[src/hw/adc_serial_map.svh]
// Offsets, field positions, reset values and timing counts of the serial converter link.
`ifndef ADC_SERIAL_MAP_SVH
`define ADC_SERIAL_MAP_SVH

`define SYS_CLK_MHZ 200
`define IN_WORD_BITS 16
`define OUT_WORD_BITS 24
`define RESULT_BITS 23
`define ENABLE_PATTERN 3'b101
`define FALL_CHANNEL 5'd8
`define FALL_CONFIG 5'd16
`define FALL_LAST 5'd24
`define CFG_EN_BIT 7
`define CFG_TEMP_BIT 6
`define CFG_SPEED_BIT 3
`define CHANNEL_RESET 5'h00
`define CONFIG_RESET 7'h00
`define CONV_PHASE_CYCLES 16'd256
`define MODE_SETTLE 2'd2
`define HOST_SCK_HALF 8'd8
`define REG_CTRL 4'h0
`define REG_TXWORD 4'h4
`define REG_STATUS 4'h8
`define REG_RESULT 4'hc
`define CTRL_GO_BIT 0
`define CTRL_HOLD_BIT 16

`endif

[src/hw/adc_serial_pkg.sv]
// Types shared by both ends of the serial converter link.
package adc_serial_pkg;

	typedef enum logic [2:0] {
		DEV_CONVERT = 3'b001,
		DEV_SLEEP = 3'b010,
		DEV_DATA = 3'b100
	} dev_state_t;

	typedef enum logic [3:0] {
		HOST_IDLE = 4'b0001,
		HOST_WAIT = 4'b0010,
		HOST_HIGH = 4'b0100,
		HOST_LOW = 4'b1000
	} host_state_t;

endpackage

[src/hw/adc_serial_if.sv]
// Four-wire serial link between the converter and its host controller.
`timescale 1ns/1ps
`default_nettype none

interface adc_serial_if;
	logic sck;
	logic cs_n;
	logic sdi;
	logic sdo;
	logic sdo_oe;
	// Released output reads high, as a weak pull-up would give it.
	wire sdo_line;

	assign sdo_line = sdo_oe ? sdo : 1'b1;

	modport device (input sck, input cs_n, input sdi, output sdo, output sdo_oe);
	modport host (output sck, output cs_n, output sdi, input sdo_line);
endinterface

`default_nettype wire

[src/hw/adc_serial_device.sv]
// Converter end: conversion cycle, sleep, serial data cycle and settings.
//
// The register offsets and the Avalon-MM interface to the registers were left to the implementer.
`timescale 1ns/1ps
`default_nettype none
`include "adc_serial_map.svh"

//////////////////////////////////////////////////////////////////////////////
module adc_serial_device
	import adc_serial_pkg::*;
(
	// Clock and reset.
	input wire logic i_sys_clk,
	input wire logic i_reset_n,
	// Serial link.
	adc_serial_if.device link,
	// Converter core.
	input wire logic [`RESULT_BITS-1:0] i_sample,
	output logic o_conv_start,
	output logic o_conv_reversed,
	output logic o_temp_input,
	output logic [4:0] o_mux_channel,
	output logic [1:0] o_reject_mode,
	output logic [8:0] o_gain,
	output logic o_speed_double,
	// Status.
	output logic o_ext_mode,
	output logic o_eoc_n
);

	typedef struct packed {
		dev_state_t state;
		logic [1:0] settle;
		logic ext_mode;
		logic [2:0] sck_sy;
		logic [2:0] cs_sy;
		logic [1:0] sdi_sy;
		logic [15:0] tmr;
		logic phase;
		logic [`RESULT_BITS-1:0] first;
		logic [`OUT_WORD_BITS-1:0] shift;
		logic [`IN_WORD_BITS-1:0] in_word;
		logic [7:0] head_byte;
		logic [`IN_WORD_BITS-1:0] full_word;
		logic [4:0] falls;
		logic [4:0] channel;
		logic [6:0] config_bits;
		logic [8:0] gain;
		logic sdo;
		logic conv_start;
	} dev_regs_t;

	dev_regs_t r_q;
	dev_regs_t r_d;

	//////////////////////////////////////////////////////////////////////////
	// Gain decode: normal speed skips gain 2, double speed tops out at 128.
	function automatic logic [8:0] gain_value(input logic speed2x, input logic [2:0] sel);
		logic [8:0] g;
		g = 9'h001;
		if (speed2x) begin
			g = 9'h001 << sel;
		end else if (sel != 3'h0) begin
			g = 9'h001 << ({1'b0, sel} + 4'h1);
		end
		return g;
	endfunction

	// Double speed is honoured only for external inputs.
	function automatic logic speed_eff(input logic [6:0] cfg);
		return cfg[`CFG_SPEED_BIT] & ~cfg[`CFG_TEMP_BIT];
	endfunction

	//////////////////////////////////////////////////////////////////////////
	logic sck_rise;
	logic sck_fall;
	logic cs_rise;
	logic cs_fall;
	logic [4:0] falls_next;
	logic [`OUT_WORD_BITS-1:0] diff;

	assign sck_rise = r_q.sck_sy[1] & ~r_q.sck_sy[2];
	assign sck_fall = ~r_q.sck_sy[1] & r_q.sck_sy[2];
	assign cs_rise = r_q.cs_sy[1] & ~r_q.cs_sy[2];
	assign cs_fall = ~r_q.cs_sy[1] & r_q.cs_sy[2];
	assign falls_next = r_q.falls + 5'd1;
	assign diff = {r_q.first[`RESULT_BITS-1], r_q.first} - {i_sample[`RESULT_BITS-1], i_sample};

	always_comb begin
		r_d = r_q;
		r_d.conv_start = 1'b0;
		r_d.sck_sy = {r_q.sck_sy[1:0], link.sck};
		r_d.cs_sy = {r_q.cs_sy[1:0], link.cs_n};
		r_d.sdi_sy = {r_q.sdi_sy[0], link.sdi};

		// The clock mode is caught once the synchroniser holds real pin levels.
		if (r_q.settle != 2'd3) begin
			r_d.settle = r_q.settle + 2'd1;
		end
		if (r_q.settle == `MODE_SETTLE) begin
			r_d.ext_mode = ~r_q.sck_sy[1];
		end
		if (cs_fall) begin
			r_d.ext_mode = ~r_q.sck_sy[1];
		end

		case (r_q.state)
			DEV_CONVERT: begin
				r_d.sdo = 1'b1;
				if (r_q.tmr != 16'h0) begin
					r_d.tmr = r_q.tmr - 16'h1;
				end else if (!speed_eff(r_q.config_bits) && !r_q.phase) begin
					// Second half runs with the inputs swapped so the offset cancels.
					r_d.first = i_sample;
					r_d.phase = 1'b1;
					r_d.tmr = `CONV_PHASE_CYCLES - 16'h1;
					r_d.conv_start = 1'b1;
				end else begin
					if (speed_eff(r_q.config_bits)) begin
						r_d.shift = {1'b0, i_sample};
					end else begin
						r_d.shift = {1'b0, diff[`OUT_WORD_BITS-1:1]};
					end
					r_d.phase = 1'b0;
					r_d.sdo = 1'b0;
					r_d.state = DEV_SLEEP;
				end
			end
			DEV_SLEEP: begin
				r_d.sdo = r_q.shift[`OUT_WORD_BITS-1];
				if (sck_rise && !r_q.cs_sy[1] && r_q.ext_mode) begin
					r_d.in_word = {r_q.in_word[`IN_WORD_BITS-2:0], r_q.sdi_sy[1]};
					r_d.falls = 5'd0;
					r_d.state = DEV_DATA;
				end
			end
			DEV_DATA: begin
				// A fall that arrives with the CS rise still counts, since a host cuts on a fall.
				if (sck_rise) begin
					r_d.in_word = {r_q.in_word[`IN_WORD_BITS-2:0], r_q.sdi_sy[1]};
				end else if (sck_fall) begin
					r_d.falls = falls_next;
					if (falls_next == `FALL_CHANNEL) begin
						r_d.head_byte = r_q.in_word[7:0];
					end
					if (falls_next == `FALL_CONFIG) begin
						r_d.full_word = r_q.in_word;
					end
					if (falls_next == `FALL_LAST) begin
						r_d.state = DEV_CONVERT;
					end else begin
						r_d.shift = {r_q.shift[`OUT_WORD_BITS-2:0], 1'b0};
						r_d.sdo = r_q.shift[`OUT_WORD_BITS-2];
					end
				end
				if (cs_rise) begin
					r_d.state = DEV_CONVERT;
				end
			end
			default: begin
				r_d.state = DEV_CONVERT;
			end
		endcase

		// Settings change only when a conversion starts, so none lands mid-cycle.
		if (r_q.state == DEV_DATA && r_d.state == DEV_CONVERT) begin
			if (r_d.falls >= `FALL_CHANNEL && r_d.head_byte[7:5] == `ENABLE_PATTERN) begin
				r_d.channel = r_d.head_byte[4:0];
			end
			if (r_d.falls >= `FALL_CONFIG && r_d.full_word[15:13] == `ENABLE_PATTERN &&
				r_d.full_word[`CFG_EN_BIT]) begin
				r_d.config_bits = r_d.full_word[6:0];
			end
			r_d.tmr = `CONV_PHASE_CYCLES - 16'h1;
			r_d.phase = 1'b0;
			r_d.conv_start = 1'b1;
			r_d.sdo = 1'b1;
		end
		r_d.gain = gain_value(speed_eff(r_d.config_bits), r_d.config_bits[2:0]);
	end

	always_ff @(posedge i_sys_clk or negedge i_reset_n) begin
		if (!i_reset_n) begin
			r_q <= '{state: DEV_CONVERT, tmr: `CONV_PHASE_CYCLES - 16'h1,
				sck_sy: 3'b000, cs_sy: 3'b111, sdo: 1'b1, ext_mode: 1'b1,
				channel: `CHANNEL_RESET, config_bits: `CONFIG_RESET, gain: 9'h001,
				default: '0};
		end else begin
			r_q <= r_d;
		end
	end

	//////////////////////////////////////////////////////////////////////////
	// The pin is released a couple of cycles after CS rises, a cost of synchronising.
	assign link.sdo = r_q.sdo;
	assign link.sdo_oe = ~r_q.cs_sy[1];
	assign o_conv_start = r_q.conv_start;
	assign o_conv_reversed = r_q.phase;
	assign o_temp_input = r_q.config_bits[`CFG_TEMP_BIT];
	assign o_mux_channel = r_q.channel;
	assign o_reject_mode = r_q.config_bits[5:4];
	assign o_gain = r_q.gain;
	assign o_speed_double = speed_eff(r_q.config_bits);
	assign o_ext_mode = r_q.ext_mode;
	assign o_eoc_n = (r_q.state == DEV_CONVERT);

endmodule

`default_nettype wire

[src/flat_wrapper.sv]
// flat-port wrapper written by rule: the top's interface ports become plain ports
module adc_serial_device_flat import adc_serial_pkg::*;
  (i_sys_clk, i_reset_n, i_sample, o_conv_start, o_conv_reversed, o_temp_input, o_mux_channel, o_reject_mode, o_gain, o_speed_double, o_ext_mode, o_eoc_n, link_sck, link_cs_n, link_sdi, link_sdo, link_sdo_oe);
  adc_serial_if link_i ();
  input wire logic i_sys_clk;
  input wire logic i_reset_n;
  input wire logic [`RESULT_BITS-1:0] i_sample;
  output logic o_conv_start;
  output logic o_conv_reversed;
  output logic o_temp_input;
  output logic [4:0] o_mux_channel;
  output logic [1:0] o_reject_mode;
  output logic [8:0] o_gain;
  output logic o_speed_double;
  output logic o_ext_mode;
  output logic o_eoc_n;
  input wire logic [$bits(link_i.sck)-1:0] link_sck;
  input wire logic [$bits(link_i.cs_n)-1:0] link_cs_n;
  input wire logic [$bits(link_i.sdi)-1:0] link_sdi;
  output wire logic [$bits(link_i.sdo)-1:0] link_sdo;
  output wire logic [$bits(link_i.sdo_oe)-1:0] link_sdo_oe;
  assign link_i.sck = link_sck;
  assign link_i.cs_n = link_cs_n;
  assign link_i.sdi = link_sdi;
  assign link_sdo = link_i.sdo;
  assign link_sdo_oe = link_i.sdo_oe;
  adc_serial_device u_core (.i_sys_clk(i_sys_clk), .i_reset_n(i_reset_n), .link(link_i), .i_sample(i_sample), .o_conv_start(o_conv_start), .o_conv_reversed(o_conv_reversed), .o_temp_input(o_temp_input), .o_mux_channel(o_mux_channel), .o_reject_mode(o_reject_mode), .o_gain(o_gain), .o_speed_double(o_speed_double), .o_ext_mode(o_ext_mode), .o_eoc_n(o_eoc_n));
endmodule
[config.mk]
export PLATFORM = sky130hd
export DESIGN_NAME = adc_serial_device_flat
export DESIGN_NICKNAME = d
export VERILOG_FILES = /design/src/hw/adc_serial_pkg.sv /design/src/hw/adc_serial_if.sv /design/src/hw/adc_serial_device.sv /design/src/flat_wrapper.sv
export VERILOG_INCLUDE_DIRS = /design/src /design/src/hw
export SDC_FILE = /design/constraint.sdc
export NUM_CORES = 1
export LEC_CHECK = 0
export BUFFER_PORTS_ARGS = -buffer_cell sky130_fd_sc_hd__buf_2
export CAP_MARGIN = 20
export CORE_MARGIN = 5
export CORE_UTILIZATION = 55
export CTS_CLUSTER_SIZE = 40
export DETAILED_ROUTE_END_ITERATION = 6
export PLACE_DENSITY = 0.77
export SLEW_MARGIN = 0
export SYNTH_ARGS = -nofsm -noshare
export SYNTH_HDL_FRONTEND = slang
export SYNTH_SLANG_ARGS = --single-unit
[constraint.sdc]
create_clock -name i_sys_clk -period 3.7 [get_ports i_sys_clk]
set_clock_uncertainty 0.2 [all_clocks]
set_input_delay 0.74 -clock i_sys_clk [delete_from_list [all_inputs] [get_ports i_sys_clk]]
set_output_delay 0.74 -clock i_sys_clk [all_outputs]
set_load 0.02 [all_outputs]
## Yosys cells after proc, flatten, opt, wreduce, memory -nomap -nowiden

Index checks and enable logic that the tools add are counted.
Widths: inputs -> output; s select.

| storage, ports and cells | value |
|---|---|
| bits in registers | 146 |
| latch bits | 0 |
| memory bits (writable) | 0 |
| bits in read-only memories | 0 |
| input bits | 28 |
| memories | 0 |

| cells by class | value |
|---|---|
| $add $sub $neg | 5 |
| $mul | 0 |
| div/mod/pow operators | 0 |
| $lt $le $gt $ge | 2 |
| equality and inequality tests | 22 |
| shift-type cells | 2 |
| muxes and demuxes | 44 |
| bitwise logic cells | 14 |
| reduce and logical (&&, ||, !) cells | 27 |

Operator list:

| cell | count |
|---|---|
| $mux 24 | 5 |
| $mux 16 | 5 |
| $mux 29 | 2 |
| $mux 48 | 1 |
| $pmux 24 s2 | 1 |
| $mux 23 | 2 |
| $mux 40 | 1 |
| $pmux 16 s2 | 1 |
| $sub 23x23->24 | 1 |
| $mux 3 | 7 |
| $mux 9 | 2 |
| $mux 17 | 1 |
| $reduce_bool 16->1 | 1 |
| $sub 16x1->16 const B | 1 |
| $mux 7 | 2 |
| $ne 2x2->1 const B | 6 |
| $eq 5x5->1 const B | 2 |
| $pmux 5 s2 | 1 |
| $eq 3x3->1 const B | 3 |
| $pmux 3 s3 | 1 |
| $shl 1x3->9 const A | 1 |
| $shl 1x4->9 const A | 1 |
| $mux 8 | 1 |
| $not 1->1 | 8 |
| 26 further kinds | 59 |

## Longest topological paths before layout

| depth | value |
|---|---|
| depth after elaboration | 15 |
| depth in mapped cells | 14 |

## Least setup slack after synthesis

Ideal clock, no wire load.

| timing path | value |
|---|---|
| path kind | flip-flop to flip-flop |
| from | register u_core.r_q[23] (netlist name) |
| to | register u_core.r_q, in the netlist u_core.o_gain[1] |
| library setup time | 66 ps |
| arrival time | 3241 ps |
| required time | 3434 ps |
| slack | 194 ps |
| stages on the path, launching flop included | 15 |
| path buffers | 2 |
| period minus slack after synthesis | 3506 ps |
| cells stage by stage | dfrtp_1 ha_1 nand3_1 xnor2_1 o2111a_1 buf_6 mux2_4 nor3b_2 buf_6 mux2i_1 nor2_1 ha_1 inv_1 nor4_1 a31o_1 |

RTL lines:

| element | line | source |
|---|---|---|
| from (decl) | adc_serial_device.sv:53 | `dev_regs_t r_q;` |
| from (signal assigned) | adc_serial_device.sv:184 | `` r_q <= '{state: DEV_CONVERT, tmr: `CONV_PHASE_CYCLES - 16'h1, `` |
| from (signal assigned) | adc_serial_device.sv:189 | `r_q <= r_d;` |

==> flow_metrics.env <==
export IMPL_setup_repair_after_global_routing_missed_its_margin="false"
export IMPL_synth_top_area_cell="sky130_fd_sc_hd__dfrtp_1"
export IMPL_mean_instance_size_in_the_synthesized_netlist_um2=10.1
export IMPL_grt_start_max_net_pins=59
export IMPL_top_post_synthesis_cells_by_area="sky130_fd_sc_hd__dfrtp_1, sky130_fd_sc_hd__mux2_2, sky130_fd_sc_hd__dfstp_2"
export IMPL_post_synth_xor_area_fraction=0.0303
export IMPL_p_per_area_nw_per_um2=402
export IMPL_ys_types=83
export IMPL_place_worst_setup_slack_ns=0.0542
export IMPL_worst_path_buf_inv=2
export IMPL_finalMaxSlewViolations=0
export IMPL_mostFrequentLayoutCell="sky130_fd_sc_hd__dfrtp_1"
export IMPL_cap_violations=0
export IMPL_io_buffer_count=51
export IMPL_antenna_found_initial=0
export IMPL_shortest_clock_period_the_worst_path_allows_after_layout_ns=3.49
export IMPL_post_route_cells_drive_above_1_share=0.232
export IMPL_max_clock_path_buffers=2
export IMPL_cts_hold_buffers_added=0
export IMPL_grt_util_all_layers=0.213
export IMPL_hold_path_class="input pin to asynchronous set/reset pin"
export IMPL_place_congestion=0.903
export IMPL_floorplan_die_area_um2=16700
export IMPL_power_leakage_nw=4.28
export IMPL_yosys_warnings=0
export IMPL_fillerInstances=1090
export IMPL_remaining_overflow_grt=0
export IMPL_skew_pair_late_insertion_delay_ns=0.43
export IMPL_power_total_mw=3.54
export IMPL_crit_chain="ha_2 > nand3_1 > xnor2_1 > o2111a_1 > mux2_4 > nor3b_4 > buf_4 > mux2i_2 > nor2_1 > ha_1 > inv_1 > nor4_1 > a31o_1"
export IMPL_sum_neg_setup_slack_ns=0
export IMPL_cp_arrival_ns=3.66
export IMPL_max_vdd_ir_drop_mv=0.308
export IMPL_layout_worst_path_cycle_share=0.944
export IMPL_synth_mux_area_fraction=0.0941
export IMPL_clk_transition_reported_paths_ns=0.06
export IMPL_die_outline_width_um=129
export IMPL_route_antenna_remaining_nets=0
export IMPL_area_share_of_the_leading_cell_type_in_the_synthesized_netlist=0.404
export IMPL_crit_path_start_kind="flop"
export IMPL_mappedNetlistNets=835
export IMPL_antenna_cells_inserted=0
export IMPL_main_combinational_cell_family_by_area_after_synthesis="compound AO/OA/AOI/OAI gates"
export IMPL_clock_tree_htree_level_count=4
export IMPL_initial_standard_cell_utilization_of_the_core=0.562
export IMPL_clock_tree_from_tritoncts="built"
export IMPL_postRouteWirelength_um=16800
export IMPL_dp_final_hpwl_um=11900
export IMPL_route_detailed_drc=0
export IMPL_synth_adder_area_share=0.0507
export IMPL_worst_slew_pin_transition_ns=1.09
export IMPL_critical_path_max_stage_delay_ns=0.46
export IMPL_timing_worst_setup_path_type="flop to flop"
export IMPL_post_synth_and_or_nand_nor_area_fraction=0.157
export IMPL_fin_util=0.633
export IMPL_mappedNetlistArea_um2=7800
export IMPL_achievable_frequency_mhz=286
export IMPL_async_reset_ff_frac=1.00
export IMPL_layout_setup_ws_ns=0.207
export IMPL_leading_cell_types_in_the_layout_fill_and_taps_excluded="sky130_fd_sc_hd__dfrtp_1, sky130_fd_sc_hd__nand2_1, sky130_fd_sc_hd__o21ai_0"
export IMPL_drt_iter0_markers=445
export IMPL_clock_tree_root_cell="sky130_fd_sc_hd__clkbuf_16"
export IMPL_timing_final_hold_violations=0
export IMPL_synth_enable_flop_cells=0
export IMPL_first_global_vias=5978
export IMPL_coreArea_um2=13900
export IMPL_core_rowCount=43
export IMPL_cp_required_ns=3.87
export IMPL_floorplan_die_height_um=129
export IMPL_drt_pass1_iter_count=5
export IMPL_ys_seq_area_frac=0.455
export IMPL_ios=52
export IMPL_num_vias=5972
export IMPL_cp_top_family="simple AND/OR/NAND/NOR gates"
export IMPL_syn2layout_area_growth_pct=12.7
export IMPL_endpoint_kind="flop"
export IMPL_yosys_most_used_dff="sky130_fd_sc_hd__dfrtp_1"
export IMPL_synth_compound_area_frac=0.159
export IMPL_layout_nets=883
export IMPL_routed_wire_length_per_instance_um=16.5
export IMPL_synth_seq_cells=141
export IMPL_slowest_stage="sky130_fd_sc_hd__dfrtp_1"
export IMPL_status="complete, no violations"
export IMPL_viasPerCell=5.87
export IMPL_number_of_setup_violations_in_the_final_report=0
export IMPL_cts_made_buffers=17
export IMPL_clock_sink_count=141
export IMPL_slew_headroom=0.273
export IMPL_grt_first_pass_wirelength_um=28600
export IMPL_worstPathMaxFanout=7
export IMPL_syn_instance_count=776
Yosys cell counts, types with 4 or more instances:
cell type	number
sky130_fd_sc_hd__a211oi_1	11
sky130_fd_sc_hd__a21o_1	12
sky130_fd_sc_hd__a21oi_1	37
sky130_fd_sc_hd__a221oi_1	9
sky130_fd_sc_hd__a31oi_1	4
sky130_fd_sc_hd__and3_1	10
sky130_fd_sc_hd__buf_2	4
sky130_fd_sc_hd__buf_4	17
sky130_fd_sc_hd__clkbuf_1	18
sky130_fd_sc_hd__dfrtp_1	126
sky130_fd_sc_hd__dfstp_2	15
sky130_fd_sc_hd__ha_1	30
sky130_fd_sc_hd__inv_1	38
sky130_fd_sc_hd__mux2_2	42
sky130_fd_sc_hd__mux2_4	7
sky130_fd_sc_hd__mux2i_1	10
sky130_fd_sc_hd__nand2_1	82
sky130_fd_sc_hd__nand2b_1	12
sky130_fd_sc_hd__nand3_1	15
sky130_fd_sc_hd__nand3b_1	5
sky130_fd_sc_hd__nor2_1	54
sky130_fd_sc_hd__nor2b_1	8
sky130_fd_sc_hd__nor3_1	17
sky130_fd_sc_hd__o211ai_1	6
sky130_fd_sc_hd__o21a_1	4
sky130_fd_sc_hd__o21ai_0	62
sky130_fd_sc_hd__o21bai_1	4
sky130_fd_sc_hd__o22ai_1	4
sky130_fd_sc_hd__o31ai_1	7
sky130_fd_sc_hd__or3_1	5
sky130_fd_sc_hd__xnor2_1	21
sky130_fd_sc_hd__xor2_1	6
sequential cells by signal, indices dropped and copies added, names as in the netlist:
| name | flops |
|---|---|
| u_core.r_q | 115 |
| u_core.o_gain | 9 |
| u_core.o_mux_channel | 5 |
| u_core.r_d | 5 |
| u_core.o_reject_mode | 2 |
| u_core.link.sdo | 1 |
| u_core.o_conv_reversed | 1 |
| u_core.o_conv_start | 1 |
| u_core.o_ext_mode | 1 |
| u_core.o_temp_input | 1 |
cell families after synthesis:
logic type	after synthesis
AO/OA/AOI/OAI	190
XOR/XNOR	27
adder cells (fa/ha/maj)	31
buffers and inverters	86
flip-flops	141
multiplexers	62
AND/OR/NAND/NOR	239
through the flow:
stage / hold slack (ns) / cells / cell area [um2]
finish: 0.0868 / 1017 / 8790
global route: 0.129 / 1017 / 8790
CTS: 0.103 / 1013 / 8750
detailed placement: 0.137 / 981 / 8170
global placement: 0.138 / 981 / 8170
floorplan: 0.131 / 776 / 7800
per-layer routing:
metal	routed length [um]	global-route usage
met4	293	0.0747
met3	794	0.0400
met5	0	0
met1	7640	0.288
met2	8050	0.347
timing repair:
item                       in CTS  in global routing
gates resized for setup         1                  3
setup buffers                   0                  4
pin swaps                       0                  1
setup endpoints to repair       1                  5
power by group:
group	total [mW]	internal [mW]	switching [mW]
sequential	1.58	1.57	0.0142
clock	1.65	0.957	0.689
combinational	0.310	0.126	0.183
final timing paths:
check	slack, ns	endpoint	depth (start not counted)	start
max in group asynchronous	2.39	u_core.r_q[123]	2	i_reset_n
min reg2reg	0.15	u_core.r_q[133]	0	u_core.r_d[133]
min in group i_sys_clk	0.15	u_core.r_q[133]	0	u_core.r_d[133]
max	0.21	u_core.o_gain[1]	13	u_core.r_q[23]
max reg2reg	0.21	u_core.o_gain[1]	13	u_core.r_q[23]
min	0.09	u_core.r_q[96]	1	i_reset_n
layout make-up:
type                       count  area [um2]  share of cell area
multi-input combinational    549        3840               0.437
timing repair buffer          73         443              0.0504
clock buffer                  19         443              0.0504
inverter                      42         160              0.0182
clock inverter                13         130              0.0148
sequential                   141        3550               0.404
tap                          180         225              0.0256
Power figures use the tool's default switching activity.
